===== src/rtl/tpc_pkg.sv =====
// Constants, register map and carrier types of the dual peripheral timer.
// Assumes one 100 MHz clock and a simple word-wide register port.
// Contract
// - Two-bit mode field: 01 pulse output, 10 width capture, 11 events.
// - Output polarity bit: 1 gives high width pulse, 0 low width pulse.
// - Output is driven whenever the mode field holds pulse output code.
// - On enable in pulse mode, refuse zero width or period not above width.
// - A refused start sets overflow and interrupt flags, counter unchanged.
// - Every timer register clears to zero on reset.
// - Internal clocking: period and width last twice their values.
// - Bit 31 of period and width is ignored.
// - Writes while running sit in buffers until the period ends.
// - Period-count bit 1 gives continuous waveform, 0 a single pulse.
// - Interrupt flag at period end if bit is 1, width end if 0.
// - Interrupt request only leaves when the interrupt enable bit is 1.
// - Write one to enable starts, to disable stops; one status read.
// - Counter held while disabled; re-enable reloads it by mode.
// - Capture mode: period and width read-only, loaded with captures.
// - Capture polarity bit picks pulse sense; period-count picks irq.
// - Capture mode sets the overflow flag and stops when the counter reaches all-ones.
// - Event mode counts rise on polarity 1, fall on 0; width unused.
// - Event mode sets the interrupt flag once the event period expires.
// - Pin buffer enable only in pulse mode; input sampled otherwise.
// - Capture mode restarts counter at one on each period capture.
// - Event mode flags interrupt when counter reaches all-ones minus one.
package tpc_pkg;

    localparam int NTMR = 2;
    localparam int AW = 8;

    // Register byte offsets
    localparam logic [7:0] OFS_STAT = 8'h00;
    localparam logic [7:0] OFS_TMR0 = 8'h10;
    localparam logic [7:0] OFS_TSTRIDE = 8'h10;
    localparam logic [3:0] OFS_CTL = 4'h0;
    localparam logic [3:0] OFS_CNT = 4'h4;
    localparam logic [3:0] OFS_PRD = 4'h8;
    localparam logic [3:0] OFS_WID = 4'hC;

    // Status bit positions, timer index added
    localparam int ST_IRQ = 0;
    localparam int ST_OVF = 4;
    localparam int ST_EN = 8;
    localparam int ST_DIS = 12;

    // Control bit positions
    localparam int CT_MODE = 0;
    localparam int CT_PULSE = 2;
    localparam int CT_PERCONT = 3;
    localparam int CT_IRQON = 4;

    localparam logic [31:0] RST_WORD = 32'h0000_0000;
    localparam logic [31:0] CNT_ONE = 32'h0000_0001;
    localparam logic [31:0] CNT_ALL1 = 32'hFFFF_FFFF;
    localparam logic [31:0] CNT_ALL1_M1 = 32'hFFFF_FFFE;

    typedef enum logic [1:0] {
        TPC_MODE_OFF = 2'b00,
        TPC_MODE_PWM = 2'b01,
        TPC_MODE_CAP = 2'b10,
        TPC_MODE_EXT = 2'b11
    } tpc_mode_t;

    typedef struct packed {
        logic irq_on;
        logic per_cont;
        logic pulse;
        tpc_mode_t mode;
    } tpc_ctl_t;

    typedef struct packed {
        logic wr;
        logic rd;
        logic [AW-1:0] addr;
        logic [31:0] wdata;
    } tpc_req_t;

endpackage : tpc_pkg


===== src/rtl/tpc_timers.sv =====
// Two independent 32-bit peripheral timers: pulse output, width capture,
// external event counter. Assumes timer inputs arrive asynchronously
// and the register port is driven from the mclk domain.
`timescale 1ns/1ns
module tpc_timers (
    // Clock and reset
    input wire logic mclk,
    input wire logic srst,
    // Register port
    input wire tpc_pkg::tpc_req_t req,
    output logic [31:0] rdata,
    output logic rvalid,
    // Timer pins
    input wire logic [tpc_pkg::NTMR-1:0] tmr_in,
    output logic [tpc_pkg::NTMR-1:0] tmr_out,
    output logic [tpc_pkg::NTMR-1:0] pben_n,
    // Interrupt requests
    output logic [tpc_pkg::NTMR-1:0] irq_req
);

    // Half-rate tick: every pulse and capture count step spans two clocks
    logic tick_r;

    always_ff @(posedge mclk)
    begin
        if (srst)
            tick_r <= 1'b0;
        else
            tick_r <= ~tick_r;
    end

    logic stat_wr;
    assign stat_wr = req.wr && (req.addr == tpc_pkg::OFS_STAT);

    // Per-timer views for the read mux
    tpc_pkg::tpc_ctl_t ctl_v [tpc_pkg::NTMR];
    logic [31:0] cnt_v [tpc_pkg::NTMR];
    logic [31:0] prd_v [tpc_pkg::NTMR];
    logic [31:0] wid_v [tpc_pkg::NTMR];
    logic [tpc_pkg::NTMR-1:0] en_v;
    logic [tpc_pkg::NTMR-1:0] irq_v;
    logic [tpc_pkg::NTMR-1:0] ovf_v;

    genvar gi;
    generate
        for (gi = 0; gi < tpc_pkg::NTMR; gi++)
        begin : g_tmr
            localparam logic [7:0] BASE =
                8'(tpc_pkg::OFS_TMR0 + gi * tpc_pkg::OFS_TSTRIDE);

            tpc_pkg::tpc_ctl_t ctl_r;
            logic en_r;
            logic irq_r;
            logic ovf_r;
            logic ev_irq_r;
            logic ev_ovf_r;
            logic [31:0] cnt_r;
            logic [31:0] prd_r;
            logic [31:0] wid_r;
            logic [31:0] prdb_r;
            logic [31:0] widb_r;
            logic act_r;
            logic armed_r;
            logic [2:0] sync_r;
            logic wr_ctl;
            logic wr_prd;
            logic wr_wid;
            logic en_set;
            logic dis_set;
            logic pwm_ok;
            logic rise;
            logic fall;
            logic lead;
            logic trail;
            logic [30:0] p31;
            logic [30:0] w31;

            assign wr_ctl = req.wr && (req.addr == BASE + 8'(tpc_pkg::OFS_CTL));
            assign wr_prd = req.wr && (req.addr == BASE + 8'(tpc_pkg::OFS_PRD));
            assign wr_wid = req.wr && (req.addr == BASE + 8'(tpc_pkg::OFS_WID));
            assign en_set = stat_wr && req.wdata[tpc_pkg::ST_EN + gi];
            assign dis_set = stat_wr && req.wdata[tpc_pkg::ST_DIS + gi];

            // Only bits 30..0 take part in timing
            assign p31 = prdb_r[30:0];
            assign w31 = widb_r[30:0];
            // Period must exceed width and width be nonzero
            assign pwm_ok = (w31 != 31'h0000_0000) && (p31 > w31);

            // Three-stage input sampler; stage 1 feeds stage 2 only
            always_ff @(posedge mclk)
            begin
                if (srst)
                    sync_r <= 3'h0;
                else
                    sync_r <= {sync_r[1:0], tmr_in[gi]};
            end

            // Change counts once stages 2 and 3 disagree
            assign rise = sync_r[1] && !sync_r[2];
            assign fall = !sync_r[1] && sync_r[2];
            assign lead = ctl_r.pulse ? rise : fall;
            assign trail = ctl_r.pulse ? fall : rise;

            // Control register
            always_ff @(posedge mclk)
            begin
                if (srst)
                    ctl_r <= '0;
                else if (wr_ctl)
                    ctl_r <= tpc_pkg::tpc_ctl_t'(req.wdata[4:0]);
            end

            // Period and width buffers; capture mode loads them itself
            always_ff @(posedge mclk)
            begin
                if (srst)
                begin
                    prdb_r <= tpc_pkg::RST_WORD;
                    widb_r <= tpc_pkg::RST_WORD;
                end
                else if (ctl_r.mode == tpc_pkg::TPC_MODE_CAP)
                begin
                    if (en_r && armed_r && lead)
                        prdb_r <= cnt_r;
                    if (en_r && armed_r && trail)
                        widb_r <= cnt_r;
                end
                else
                begin
                    if (wr_prd)
                        prdb_r <= req.wdata;
                    if (wr_wid && ctl_r.mode != tpc_pkg::TPC_MODE_EXT)
                        widb_r <= req.wdata;
                end
            end

            // Counter, run state and waveform phase
            always_ff @(posedge mclk)
            begin
                if (srst)
                begin
                    en_r <= 1'b0;
                    cnt_r <= tpc_pkg::RST_WORD;
                    prd_r <= tpc_pkg::RST_WORD;
                    wid_r <= tpc_pkg::RST_WORD;
                    act_r <= 1'b0;
                    armed_r <= 1'b0;
                    ev_irq_r <= 1'b0;
                    ev_ovf_r <= 1'b0;
                end
                else
                begin
                    ev_irq_r <= 1'b0;
                    ev_ovf_r <= 1'b0;
                    if (!en_r)
                    begin
                        // Stopped: buffers pass straight through
                        prd_r <= prdb_r;
                        wid_r <= widb_r;
                        if (en_set && !dis_set)
                        begin
                            unique case (ctl_r.mode)
                                tpc_pkg::TPC_MODE_PWM:
                                    if (pwm_ok)
                                    begin
                                        en_r <= 1'b1;
                                        act_r <= 1'b1;
                                        cnt_r <= tpc_pkg::CNT_ALL1 -
                                            {1'b0, w31};
                                    end
                                    else
                                    begin
                                        ev_irq_r <= 1'b1;
                                        ev_ovf_r <= 1'b1;
                                    end
                                tpc_pkg::TPC_MODE_CAP:
                                begin
                                    en_r <= 1'b1;
                                    armed_r <= 1'b0;
                                    cnt_r <= tpc_pkg::CNT_ONE;
                                end
                                tpc_pkg::TPC_MODE_EXT:
                                begin
                                    en_r <= 1'b1;
                                    armed_r <= 1'b0;
                                    cnt_r <= tpc_pkg::CNT_ALL1 -
                                        {1'b0, p31};
                                end
                                tpc_pkg::TPC_MODE_OFF:
                                    en_r <= 1'b0;
                            endcase
                        end
                    end
                    else if (dis_set)
                        en_r <= 1'b0;
                    else
                    begin
                        unique case (ctl_r.mode)
                            tpc_pkg::TPC_MODE_PWM:
                                if (tick_r)
                                begin
                                    if (cnt_r < tpc_pkg::CNT_ALL1_M1)
                                        cnt_r <= cnt_r + 32'h0000_0001;
                                    else if (act_r)
                                    begin
                                        // End of width
                                        act_r <= 1'b0;
                                        cnt_r <= tpc_pkg::CNT_ALL1 -
                                            ({1'b0, prd_r[30:0]} -
                                             {1'b0, wid_r[30:0]});
                                        if (!ctl_r.per_cont)
                                        begin
                                            ev_irq_r <= 1'b1;
                                            en_r <= 1'b0;
                                        end
                                    end
                                    else
                                    begin
                                        // End of period: take buffers
                                        act_r <= 1'b1;
                                        prd_r <= prdb_r;
                                        wid_r <= widb_r;
                                        cnt_r <= tpc_pkg::CNT_ALL1 -
                                            {1'b0, w31};
                                        ev_irq_r <= 1'b1;
                                    end
                                end
                            tpc_pkg::TPC_MODE_CAP:
                            begin
                                if (lead)
                                begin
                                    armed_r <= 1'b1;
                                    cnt_r <= tpc_pkg::CNT_ONE;
                                    if (armed_r && ctl_r.per_cont)
                                        ev_irq_r <= 1'b1;
                                end
                                else if (armed_r && trail && !ctl_r.per_cont)
                                    ev_irq_r <= 1'b1;
                                else if (armed_r && tick_r)
                                begin
                                    if (cnt_r == tpc_pkg::CNT_ALL1)
                                    begin
                                        en_r <= 1'b0;
                                        ev_ovf_r <= 1'b1;
                                        ev_irq_r <= 1'b1;
                                    end
                                    else
                                        cnt_r <= cnt_r + 32'h0000_0001;
                                end
                                prd_r <= prdb_r;
                                wid_r <= widb_r;
                            end
                            tpc_pkg::TPC_MODE_EXT:
                                if (lead)
                                begin
                                    armed_r <= 1'b1;
                                    if (!armed_r ||
                                        cnt_r == tpc_pkg::CNT_ALL1_M1)
                                    begin
                                        prd_r <= prdb_r;
                                        cnt_r <= tpc_pkg::CNT_ALL1 -
                                            {1'b0, p31};
                                    end
                                    else
                                    begin
                                        cnt_r <= cnt_r + 32'h0000_0001;
                                        if (cnt_r + 32'h0000_0001 ==
                                            tpc_pkg::CNT_ALL1_M1)
                                            ev_irq_r <= 1'b1;
                                    end
                                end
                            tpc_pkg::TPC_MODE_OFF:
                                en_r <= 1'b0;
                        endcase
                    end
                end
            end

            // Sticky flags: hardware set beats a write-one clear
            always_ff @(posedge mclk)
            begin
                if (srst)
                begin
                    irq_r <= 1'b0;
                    ovf_r <= 1'b0;
                end
                else
                begin
                    irq_r <= ev_irq_r || (irq_r &&
                        !(stat_wr && req.wdata[tpc_pkg::ST_IRQ + gi]));
                    ovf_r <= ev_ovf_r || (ovf_r &&
                        !(stat_wr && req.wdata[tpc_pkg::ST_OVF + gi]));
                end
            end

            // Pin drive: registered so the level never glitches
            always_ff @(posedge mclk)
            begin
                if (srst)
                begin
                    tmr_out[gi] <= 1'b0;
                    pben_n[gi] <= 1'b1;
                end
                else
                begin
                    pben_n[gi] <=
                        (ctl_r.mode != tpc_pkg::TPC_MODE_PWM);
                    // Idle state is the deasserted level
                    tmr_out[gi] <= (en_r && act_r) ? ctl_r.pulse
                                                   : !ctl_r.pulse;
                end
            end

            assign irq_req[gi] = irq_r && ctl_r.irq_on;

            assign ctl_v[gi] = ctl_r;
            assign cnt_v[gi] = cnt_r;
            assign prd_v[gi] = prd_r;
            assign wid_v[gi] =
                (ctl_r.mode == tpc_pkg::TPC_MODE_EXT) ? 32'h0000_0000 : wid_r;
            assign en_v[gi] = en_r;
            assign irq_v[gi] = irq_r;
            assign ovf_v[gi] = ovf_r;
        end
    endgenerate

    // Read mux
    logic [31:0] rd_nxt;

    always_comb
    begin
        rd_nxt = 32'h0000_0000;
        if (req.addr == tpc_pkg::OFS_STAT)
        begin
            rd_nxt[tpc_pkg::ST_IRQ +: tpc_pkg::NTMR] = irq_v;
            rd_nxt[tpc_pkg::ST_OVF +: tpc_pkg::NTMR] = ovf_v;
            rd_nxt[tpc_pkg::ST_EN +: tpc_pkg::NTMR] = en_v;
        end
        for (int k = 0; k < tpc_pkg::NTMR; k++)
        begin
            if (req.addr[7:4] == 4'(k + 1))
            begin
                unique case (req.addr[3:0])
                    tpc_pkg::OFS_CTL: rd_nxt = {27'h0, ctl_v[k]};
                    tpc_pkg::OFS_CNT: rd_nxt = cnt_v[k];
                    tpc_pkg::OFS_PRD: rd_nxt = prd_v[k];
                    tpc_pkg::OFS_WID: rd_nxt = wid_v[k];
                    default: rd_nxt = 32'h0000_0000;
                endcase
            end
        end
    end

    // Read data one clock after the strobe
    always_ff @(posedge mclk)
    begin
        if (srst)
        begin
            rdata <= 32'h0000_0000;
            rvalid <= 1'b0;
        end
        else
        begin
            rvalid <= req.rd;
            if (req.rd)
                rdata <= rd_nxt;
        end
    end

endmodule : tpc_timers


===== config.mk =====
export PLATFORM = sky130hd
export DESIGN_NAME = tpc_timers
export DESIGN_NICKNAME = d
export VERILOG_FILES = /design/src/rtl/tpc_pkg.sv /design/src/rtl/tpc_timers.sv
export SDC_FILE = /design/constraint.sdc
export NUM_CORES = 1
export LEC_CHECK = 0
export ABC_AREA = 1
export BUFFER_PORTS_ARGS = -buffer_cell sky130_fd_sc_hd__clkbuf_2
export CAP_MARGIN = 40
export CORE_UTILIZATION = 45
export CTS_CLUSTER_DIAMETER = 50
export CTS_CLUSTER_SIZE = 14
export DETAILED_ROUTE_END_ITERATION = 10
export HOLD_SLACK_MARGIN = 0.1
export PLACE_DENSITY = 0.73
export SLEW_MARGIN = 20
export SYNTH_ARGS = -nofsm -noshare
export SYNTH_HDL_FRONTEND = slang
export SYNTH_SLANG_ARGS = --single-unit

===== constraint.sdc =====
create_clock -name mclk -period 2.4 [get_ports mclk]
set_input_delay 0.24 -clock mclk [delete_from_list [all_inputs] [get_ports mclk]]
set_output_delay 0.24 -clock mclk [all_outputs]
set_load 0.01 [all_outputs]

==> results of run 1 <==
-- state kept, by name (all words and copies together), names as in the netlist, 6 cells and up --
name / count
g_tmr.wid_r: 64
g_tmr.prd_r: 64
g_tmr.cnt_r: 64
rdata: 32
ctl_v: 10
g_tmr.sync_r: 6
g_tmr.prdb_r: 64
g_tmr.widb_r: 64
-- per-layer routing --
layer / global-route usage [%] / up-vias
met5: 0 / -
met4: 25.1 / 6
met3: 5.60 / 460
met2: 61.3 / 1969
met1: 48.1 / 15500
li1: - / 16000
-- through the flow --
stage / area, um2 / hold WS (ns) / setup slack (ns)
3_5_place_dp: 32800 / 0.396 / -0.208
3_3_place_gp: 32800 / 0.400 / -0.243
6_report: 36900 / 0.133 / -0.0157
2_1_floorplan: 27300 / 0.347 / 0.316
5_1_grt: 36900 / 0.150 / -0.0648
4_1_cts: 34800 / 0.106 / -0.0197
-- where the power goes --
part	total [mW]	leakage [nW]	switching (mW)	internal, mW
registers	6.50	3.16	0.0241	6.48
clock network	7.75	0.815	3.32	4.42
logic	0.849	12.6	0.574	0.274
total	15.1	16.6	3.92	11.2
-- layout make-up --
type	count	area [um2]
multi-input cells	3299	18500
clock buffers	56	1300
flip-flops and latches	388	7840
well taps	773	967
fillers	5602	22700
inverters	526	2000
clock inverters	30	362
repair buffers	741	5950
diodes	6	15.0
-- synth_stat cells (all sizes together) (3+ instances only) --
cell     count
nand4       45
a211oi      31
o21a         6
o211ai      36
clkbuf     155
nand2      976
a22oi       10
inv        520
a21o         4
a21oi      532
dfxtp      388
and2         3
clkinv       6
xnor2        4
buf         53
nor2       511
xor2        27
o22ai       58
a221oi       3
o221ai      51
o21bai       6
nor3        40
a31oi       15
ha         130
nand3b      10
nor4         9
o2111ai      4
nand3      237
o21ai      543
-- logic make-up after synthesis --
family / Yosys count / synth area share, %
AND/OR/NAND/NOR: 1833 / 27.9
AO/OA/AOI/OAI: 1303 / 26.2
buffers and inverters: 734 / 10.5
flip-flops: 388 / 28.4
adder cells (fa/ha/maj): 132 / 6.10
XOR/XNOR: 31 / 0.993
-- final timing paths --
kind                  startpoint                   to  slack, ns  cells past startpoint
min reg2reg   g_tmr[0].sync_r[0]   g_tmr[0].sync_r[1]       0.39                      2
min                      req[29]  g_tmr[0].prdb_r[29]       0.13                      5
max reg2reg  g_tmr[0].widb_r[24]   g_tmr[0].cnt_r[30]      -0.02                     16
max          g_tmr[0].widb_r[24]   g_tmr[0].cnt_r[30]      -0.02                     16
-- worst register-to-register path: stages, from the launching register on --
cell	delay (ns)
sky130_fd_sc_hd__dfxtp_1	0.33
sky130_fd_sc_hd__inv_1	0.09
sky130_fd_sc_hd__ha_4	0.30
sky130_fd_sc_hd__nand2_4	0.08
sky130_fd_sc_hd__buf_4	0.17
sky130_fd_sc_hd__nor2_1	0.13
sky130_fd_sc_hd__nand2_1	0.12
sky130_fd_sc_hd__nor3_4	0.22
sky130_fd_sc_hd__nor2_4	0.08
sky130_fd_sc_hd__nand2_4	0.08
sky130_fd_sc_hd__nand3_4	0.09
sky130_fd_sc_hd__nand2_4	0.11
sky130_fd_sc_hd__nor2_4	0.04
sky130_fd_sc_hd__buf_6	0.12
sky130_fd_sc_hd__buf_12	0.14
sky130_fd_sc_hd__buf_6	0.13
sky130_fd_sc_hd__a21oi_1	0.12
-- repair_timing --
action,CTS,global route
endpoints found under the hold margin,22,0
gates cloned,2,11
buffers inserted,0,21
pin swaps,10,78
endpoints found under the setup margin,62,135
hold buffers,12,0
resized for setup,73,511
==> results.toml, run 1 <==
[status]
status = "finished, violations left"
failed_checks = "negative setup slack"

[logic_synthesis]
synth_nets = 4599
yosysSeqAreaShare_pct = 28.4
count_of_state_elements_after_synthesis = 388
yosysUniqueCellTypes = 59
synth_enable_flop_cells = 0
synth_area_per_cell_um2 = 6.18
syn_area_um2 = 27300
synthTopCellsByArea = "sky130_fd_sc_hd__dfxtp_1 28%, sky130_fd_sc_hd__nand2_1 13%, sky130_fd_sc_hd__o21ai_0 9.6%"
mapped_cells = 4421
yosysWarningCount = 0
synth-async-reset-ratio_pct = 0
synthDominantCellAreaShare_pct = 28.4
yosys.area.top_type = "sky130_fd_sc_hd__dfxtp_1"
dominant_synthesized_flop_cell = "sky130_fd_sc_hd__dfxtp_1"

[die]
design.portCount = 85
die_y_um = 248
die_w_um = 248
dieArea_um2 = 61700
placementRows = 89
initial_util_pct = 45.9
core_area_um2 = 59600

[finish]
most-common-layout-cells = "863 x sky130_fd_sc_hd__nand2_1, 589 x sky130_fd_sc_hd__buf_4, 475 x sky130_fd_sc_hd__inv_1"
final_common_cell = "sky130_fd_sc_hd__nand2_1"
layout.core_utilization_pct = 62.0
drive_above_1_share_pct = 26.2
flow.area_growth_from_synthesis_pct = 35.0
layoutNonFillerInstCount = 5819
final_net_count = 5182

[sta]
final_hold_viol_count = 0
final-setup-viol-count = 5
relSlewSlack_pct = 56.4
final.period_utilization_pct = 101
grt_setup_unrepaired = "yes"
setup_ws_post_layout_ns = -0.0157
timing.fmax_mhz = 414
worstMarginPinSlew_ns = 0.654
min_period_ns = 2.42
timing.setup.tns_ns = -0.0521
drv_slew = 0
timing.clock.skew_ns = 0.0339

[drt]
m1WireLength_um = 48600
detail_route.drc_violations = 0
detailroute.via_count = 34000
dr_wl_met3_um = 11800
detailroute.wirelength.met2_um = 56400
top_signal_layer_used = "met5"
detailedRoute.firstIterationViolations = 4192
wl_per_cell_um = 21.6
drtAntennaViolNets = 0
vias_per_cell = 5.83
finalWirelength_um = 126000
first_pass_iters = 6

[setup_path]
worstSetupEndpointType = "register"
crit_buf_inv = 5
crit_path_start_kind = "register"
critical_path_required_ns = 2.94
timing.critical_path.max_delay_family = "simple AND/OR/NAND/NOR gates"
slowest_delay_ns = 0.33
worst-path-max-fanout = 8
timing.critical_path.slowest_stage_cell = "sky130_fd_sc_hd__dfxtp_1"
worstSetupPathType = "reg -> reg"
path_cells = "inv_1 -> ha_4 -> nand2_4 -> buf_4 -> nor2_1 -> nand2_1 -> nor3_4 -> nor2_4 -> nand2_4 -> nand3_4 -> nand2_4 -> nor2_4 -> buf_6 -> buf_12 -> buf_6 -> a21oi_1"
cp_common_cell = "sky130_fd_sc_hd__nand2_4"
endpoint_arrival_time_on_the_critical_path_ns = 2.96

[clock_tree]
cts_buffers = 48
cts_tree = "built"
cts_root_buffer = "sky130_fd_sc_hd__clkbuf_16"
clk_pin_slew_worst_paths_ns = 0.06
htree_num_levels = 2
tritoncts_num_sinks = 388
cts.path.max_buffers = 3
clock_latency_ns = 0.62

[global_route]
globalRouteOverflowTotal = 0
antenna_found_initial = 6
global_route_wire_length_before_repair_um = 183000
maximum_number_of_pins_on_one_net_before_global_route_repair = 85
grt_util_all_layers_pct = 38.4
number_of_global_route_vias_before_repair = 31200

[placement]
io_buffer_count = 84
place.gp.congestion = 1.02
placedCellCount = 5683
hpwl_um = 95400

[worst_hold_path]
hold_class = "in -> reg"

[job]
max_cap_violations = 0

[power_and_ir_drop]
power_leakage_nw = 16.6
totalPowerFinal_mw = 15.1
power.density_cell_area_nw_per_um2 = 409
irDropWorstVdd_mv = 0.574
No activity file was read; power rests on OpenSTA's default activity.
==> inputs of run 2 (changes only) <==
==> constraint.sdc (replaced) <==
create_clock -name mclk -period 2.8 [get_ports mclk]
set_input_delay 0.28 -clock mclk [delete_from_list [all_inputs] [get_ports mclk]]
set_output_delay 0.28 -clock mclk [all_outputs]
set_load 0.01 [all_outputs]
==> results.toml, run 2 (synthesis gave the netlist of run 1 again) <==
[finish]
fillerInstances = 6095
postLayoutCellArea_um2 = 31500
most-common-layout-cells = "959 x sky130_fd_sc_hd__nand2_1, 527 x sky130_fd_sc_hd__o21ai_0, 524 x sky130_fd_sc_hd__a21oi_1"
drive_above_1_share_pct = 10.0
final_net_count = 4741
flow.area_growth_from_synthesis_pct = 15.1
final_common_cell = "sky130_fd_sc_hd__nand2_1"
layout.core_utilization_pct = 52.8

[sta]
final.period_utilization_pct = 93.5
worstMarginPinSlew_ns = 0.830
timing.clock.skew_ns = 0.0232
final_hold_viol_count = 0
timing.setup.tns_ns = 0
final-setup-viol-count = 0
grt_setup_unrepaired = "no"
hold_ws_ns = 0.155
relSlewSlack_pct = 44.1
timing.fmax_mhz = 382
drv_slew = 0
min_period_ns = 2.62

[power_and_ir_drop]
irDropWorstVdd_mv = 0.453
sw_frac_of_total_pct = 25.7
power.density_cell_area_nw_per_um2 = 415
internal-power_mw = 9.69
pwr-share-clk_pct = 52.5
netSwitchingPower_mw = 3.36
power_leakage_nw = 14.0
power.sequential.fraction_pct = 42.7
comb_power_share_pct = 4.8
totalPowerFinal_mw = 13.1

[global_route]
antenna_found_initial = 6
globalRouteOverflowTotal = 0
global_route_wire_length_before_repair_um = 177000
grt_util_all_layers_pct = 36.7
maximum_number_of_pins_on_one_net_before_global_route_repair = 121
number_of_global_route_vias_before_repair = 29600

[placement]
place.gp.congestion = 1.02
io_buffer_count = 84
hpwl_um = 90700
placed_area_um2 = 29600

[die]
placementRows = 89
core_area_um2 = 59600
initial_util_pct = 45.9
dieArea_um2 = 61700
die_y_um = 248
die_w_um = 248
design.portCount = 85

[worst_hold_path]
hold_path_startpoint = "req[25]"
timing.hold.worst_path_depth = 3
worst_hold_path.endpoint = "g_tmr[1].prdb_r[25]"
hold_class = "in -> reg"

[drt]
detailedRoute.firstIterationViolations = 4173
detail_route.drc_violations = 0
first_pass_iters = 6
detailroute.via_count = 31700
vias_per_cell = 5.89
drtAntennaViolNets = 0
wl_per_cell_um = 21.7
finalWirelength_um = 117000

[setup_path]
worst-path-max-fanout = 4
worstSetupEndpointType = "register"
critical_path_required_ns = 3.30
worstReg2RegStart = "g_tmr[1].prd_r[0]"
reg_to_reg_slack_setup_ns = 0.18
worstSetupPathType = "reg -> reg"
worst_r2r_path_depth = 18
reg2reg_capture_point = "g_tmr[1].cnt_r[28]"
crit_path_start_kind = "register"
cp_common_cell = "sky130_fd_sc_hd__nand2_1"
path_cells = "inv_1 -> ha_1 -> fa_1 -> nand3_1 -> nand2_1 -> buf_4 -> nand2_1 -> nand2_1 -> nand2_1 -> nand2_1 -> nand2_1 -> nand2_1 -> nand2_1 -> nand3_1 -> nand2_1 -> a21oi_1 -> nor2_1 -> nor2_1"
slowest_delay_ns = 0.41
endpoint_arrival_time_on_the_critical_path_ns = 3.12
timing.critical_path.slowest_stage_cell = "sky130_fd_sc_hd__fa_1"

[status]
status = "finished, final reports clean"

[clock_tree]
cts_buffers = 49
htree_num_levels = 2
cts_root_buffer = "sky130_fd_sc_hd__clkbuf_16"
tritoncts_num_sinks = 388
cts.path.max_buffers = 3
clk_pin_slew_worst_paths_ns = 0.07
cts_tree = "built"
clock_latency_ns = 0.62

[job]
max_cap_violations = 0
## run 2: cell types whose count changed in the layout (fill, tap and decap cells not counted), sizes merged
cell and change:
diode -3, clkinv +2, bufinv +1, dlygate4sd3 -2, clkinvlp -1, buf -432
clkbuf -7
## run 2: cell type report
cell class	count	area (um2)	area share [%]
clock inverters	32	408	1.30
diodes	3	7.51	0.0239
flip-flops and latches	388	7770	24.7
clock buffers	57	1330	4.22
repair buffers	299	2250	7.14
inverters	526	1990	6.32
multi-input cells	3299	16800	53.2
well taps	773	967	3.07
## run 2: worst max-delay path by stage
stage                              startpoint                 end
after floorplan             g_tmr[0].prd_r[0]  g_tmr[0].cnt_r[18]
after global placement     g_tmr[1].prd_r[16]  g_tmr[1].cnt_r[21]
after detailed placement   g_tmr[1].prd_r[13]  g_tmr[1].cnt_r[21]
after CTS                 g_tmr[0].widb_r[21]  g_tmr[0].cnt_r[25]
after global routing        g_tmr[1].prd_r[2]  g_tmr[1].cnt_r[27]
final                       g_tmr[1].prd_r[0]  g_tmr[1].cnt_r[28]
## run 2: power groups by stage
stage | sequential, mW | combinational (mW) | clock [mW]
after floorplan | 5.70 | 0.309 | 0
after global placement | 5.70 | 0.589 | 0
after detailed placement | 5.70 | 0.592 | 0
after CTS | 5.58 | 0.607 | 6.89
after global routing | 5.58 | 0.663 | 7.12
final | 5.58 | 0.626 | 6.85
## run 2: stage by stage
stage / cells / setup WS (ns)
after floorplan: 4421 / 0.716
after global placement: 5274 / 0.211
after detailed placement: 5275 / 0.231
after CTS: 5374 / 0.189
after global routing: 5374 / 0.00728
final: 5377 / 0.183
## run 2: metal layers
| metal | wire, um | vias to the layer above | GRT usage (%) | share of wire, % |
|---|---|---|---|---|
| met5 | 20 | - | 0 | 0.017 |
| met2 | 51500 | 1816 | 58.9 | 44 |
| met3 | 11300 | 373 | 5.42 | 9.7 |
| met1 | 45700 | 14400 | 46.5 | 39 |
| met4 | 8000 | 4 | 22.4 | 6.9 |
| li1 | - | 15100 | - | - |
## run 2: worst max-delay path: cells and delay by family, from the launching register on
family / cells / cell delay, ns
adders and majority gates: 2 / 0.64
buffers and inverters: 2 / 0.22
DFF: 1 / 0.31
AOI/OAI and AO/OA: 1 / 0.06
and+or+nand+nor: 13 / 1.27
## run 2: what timing repair did
action	in CTS	in global routing
resized for setup	0	7
hold buffers	10	0
buffers inserted	0	0
endpoints found under the setup margin	0	21
endpoints found under the hold margin	16	0
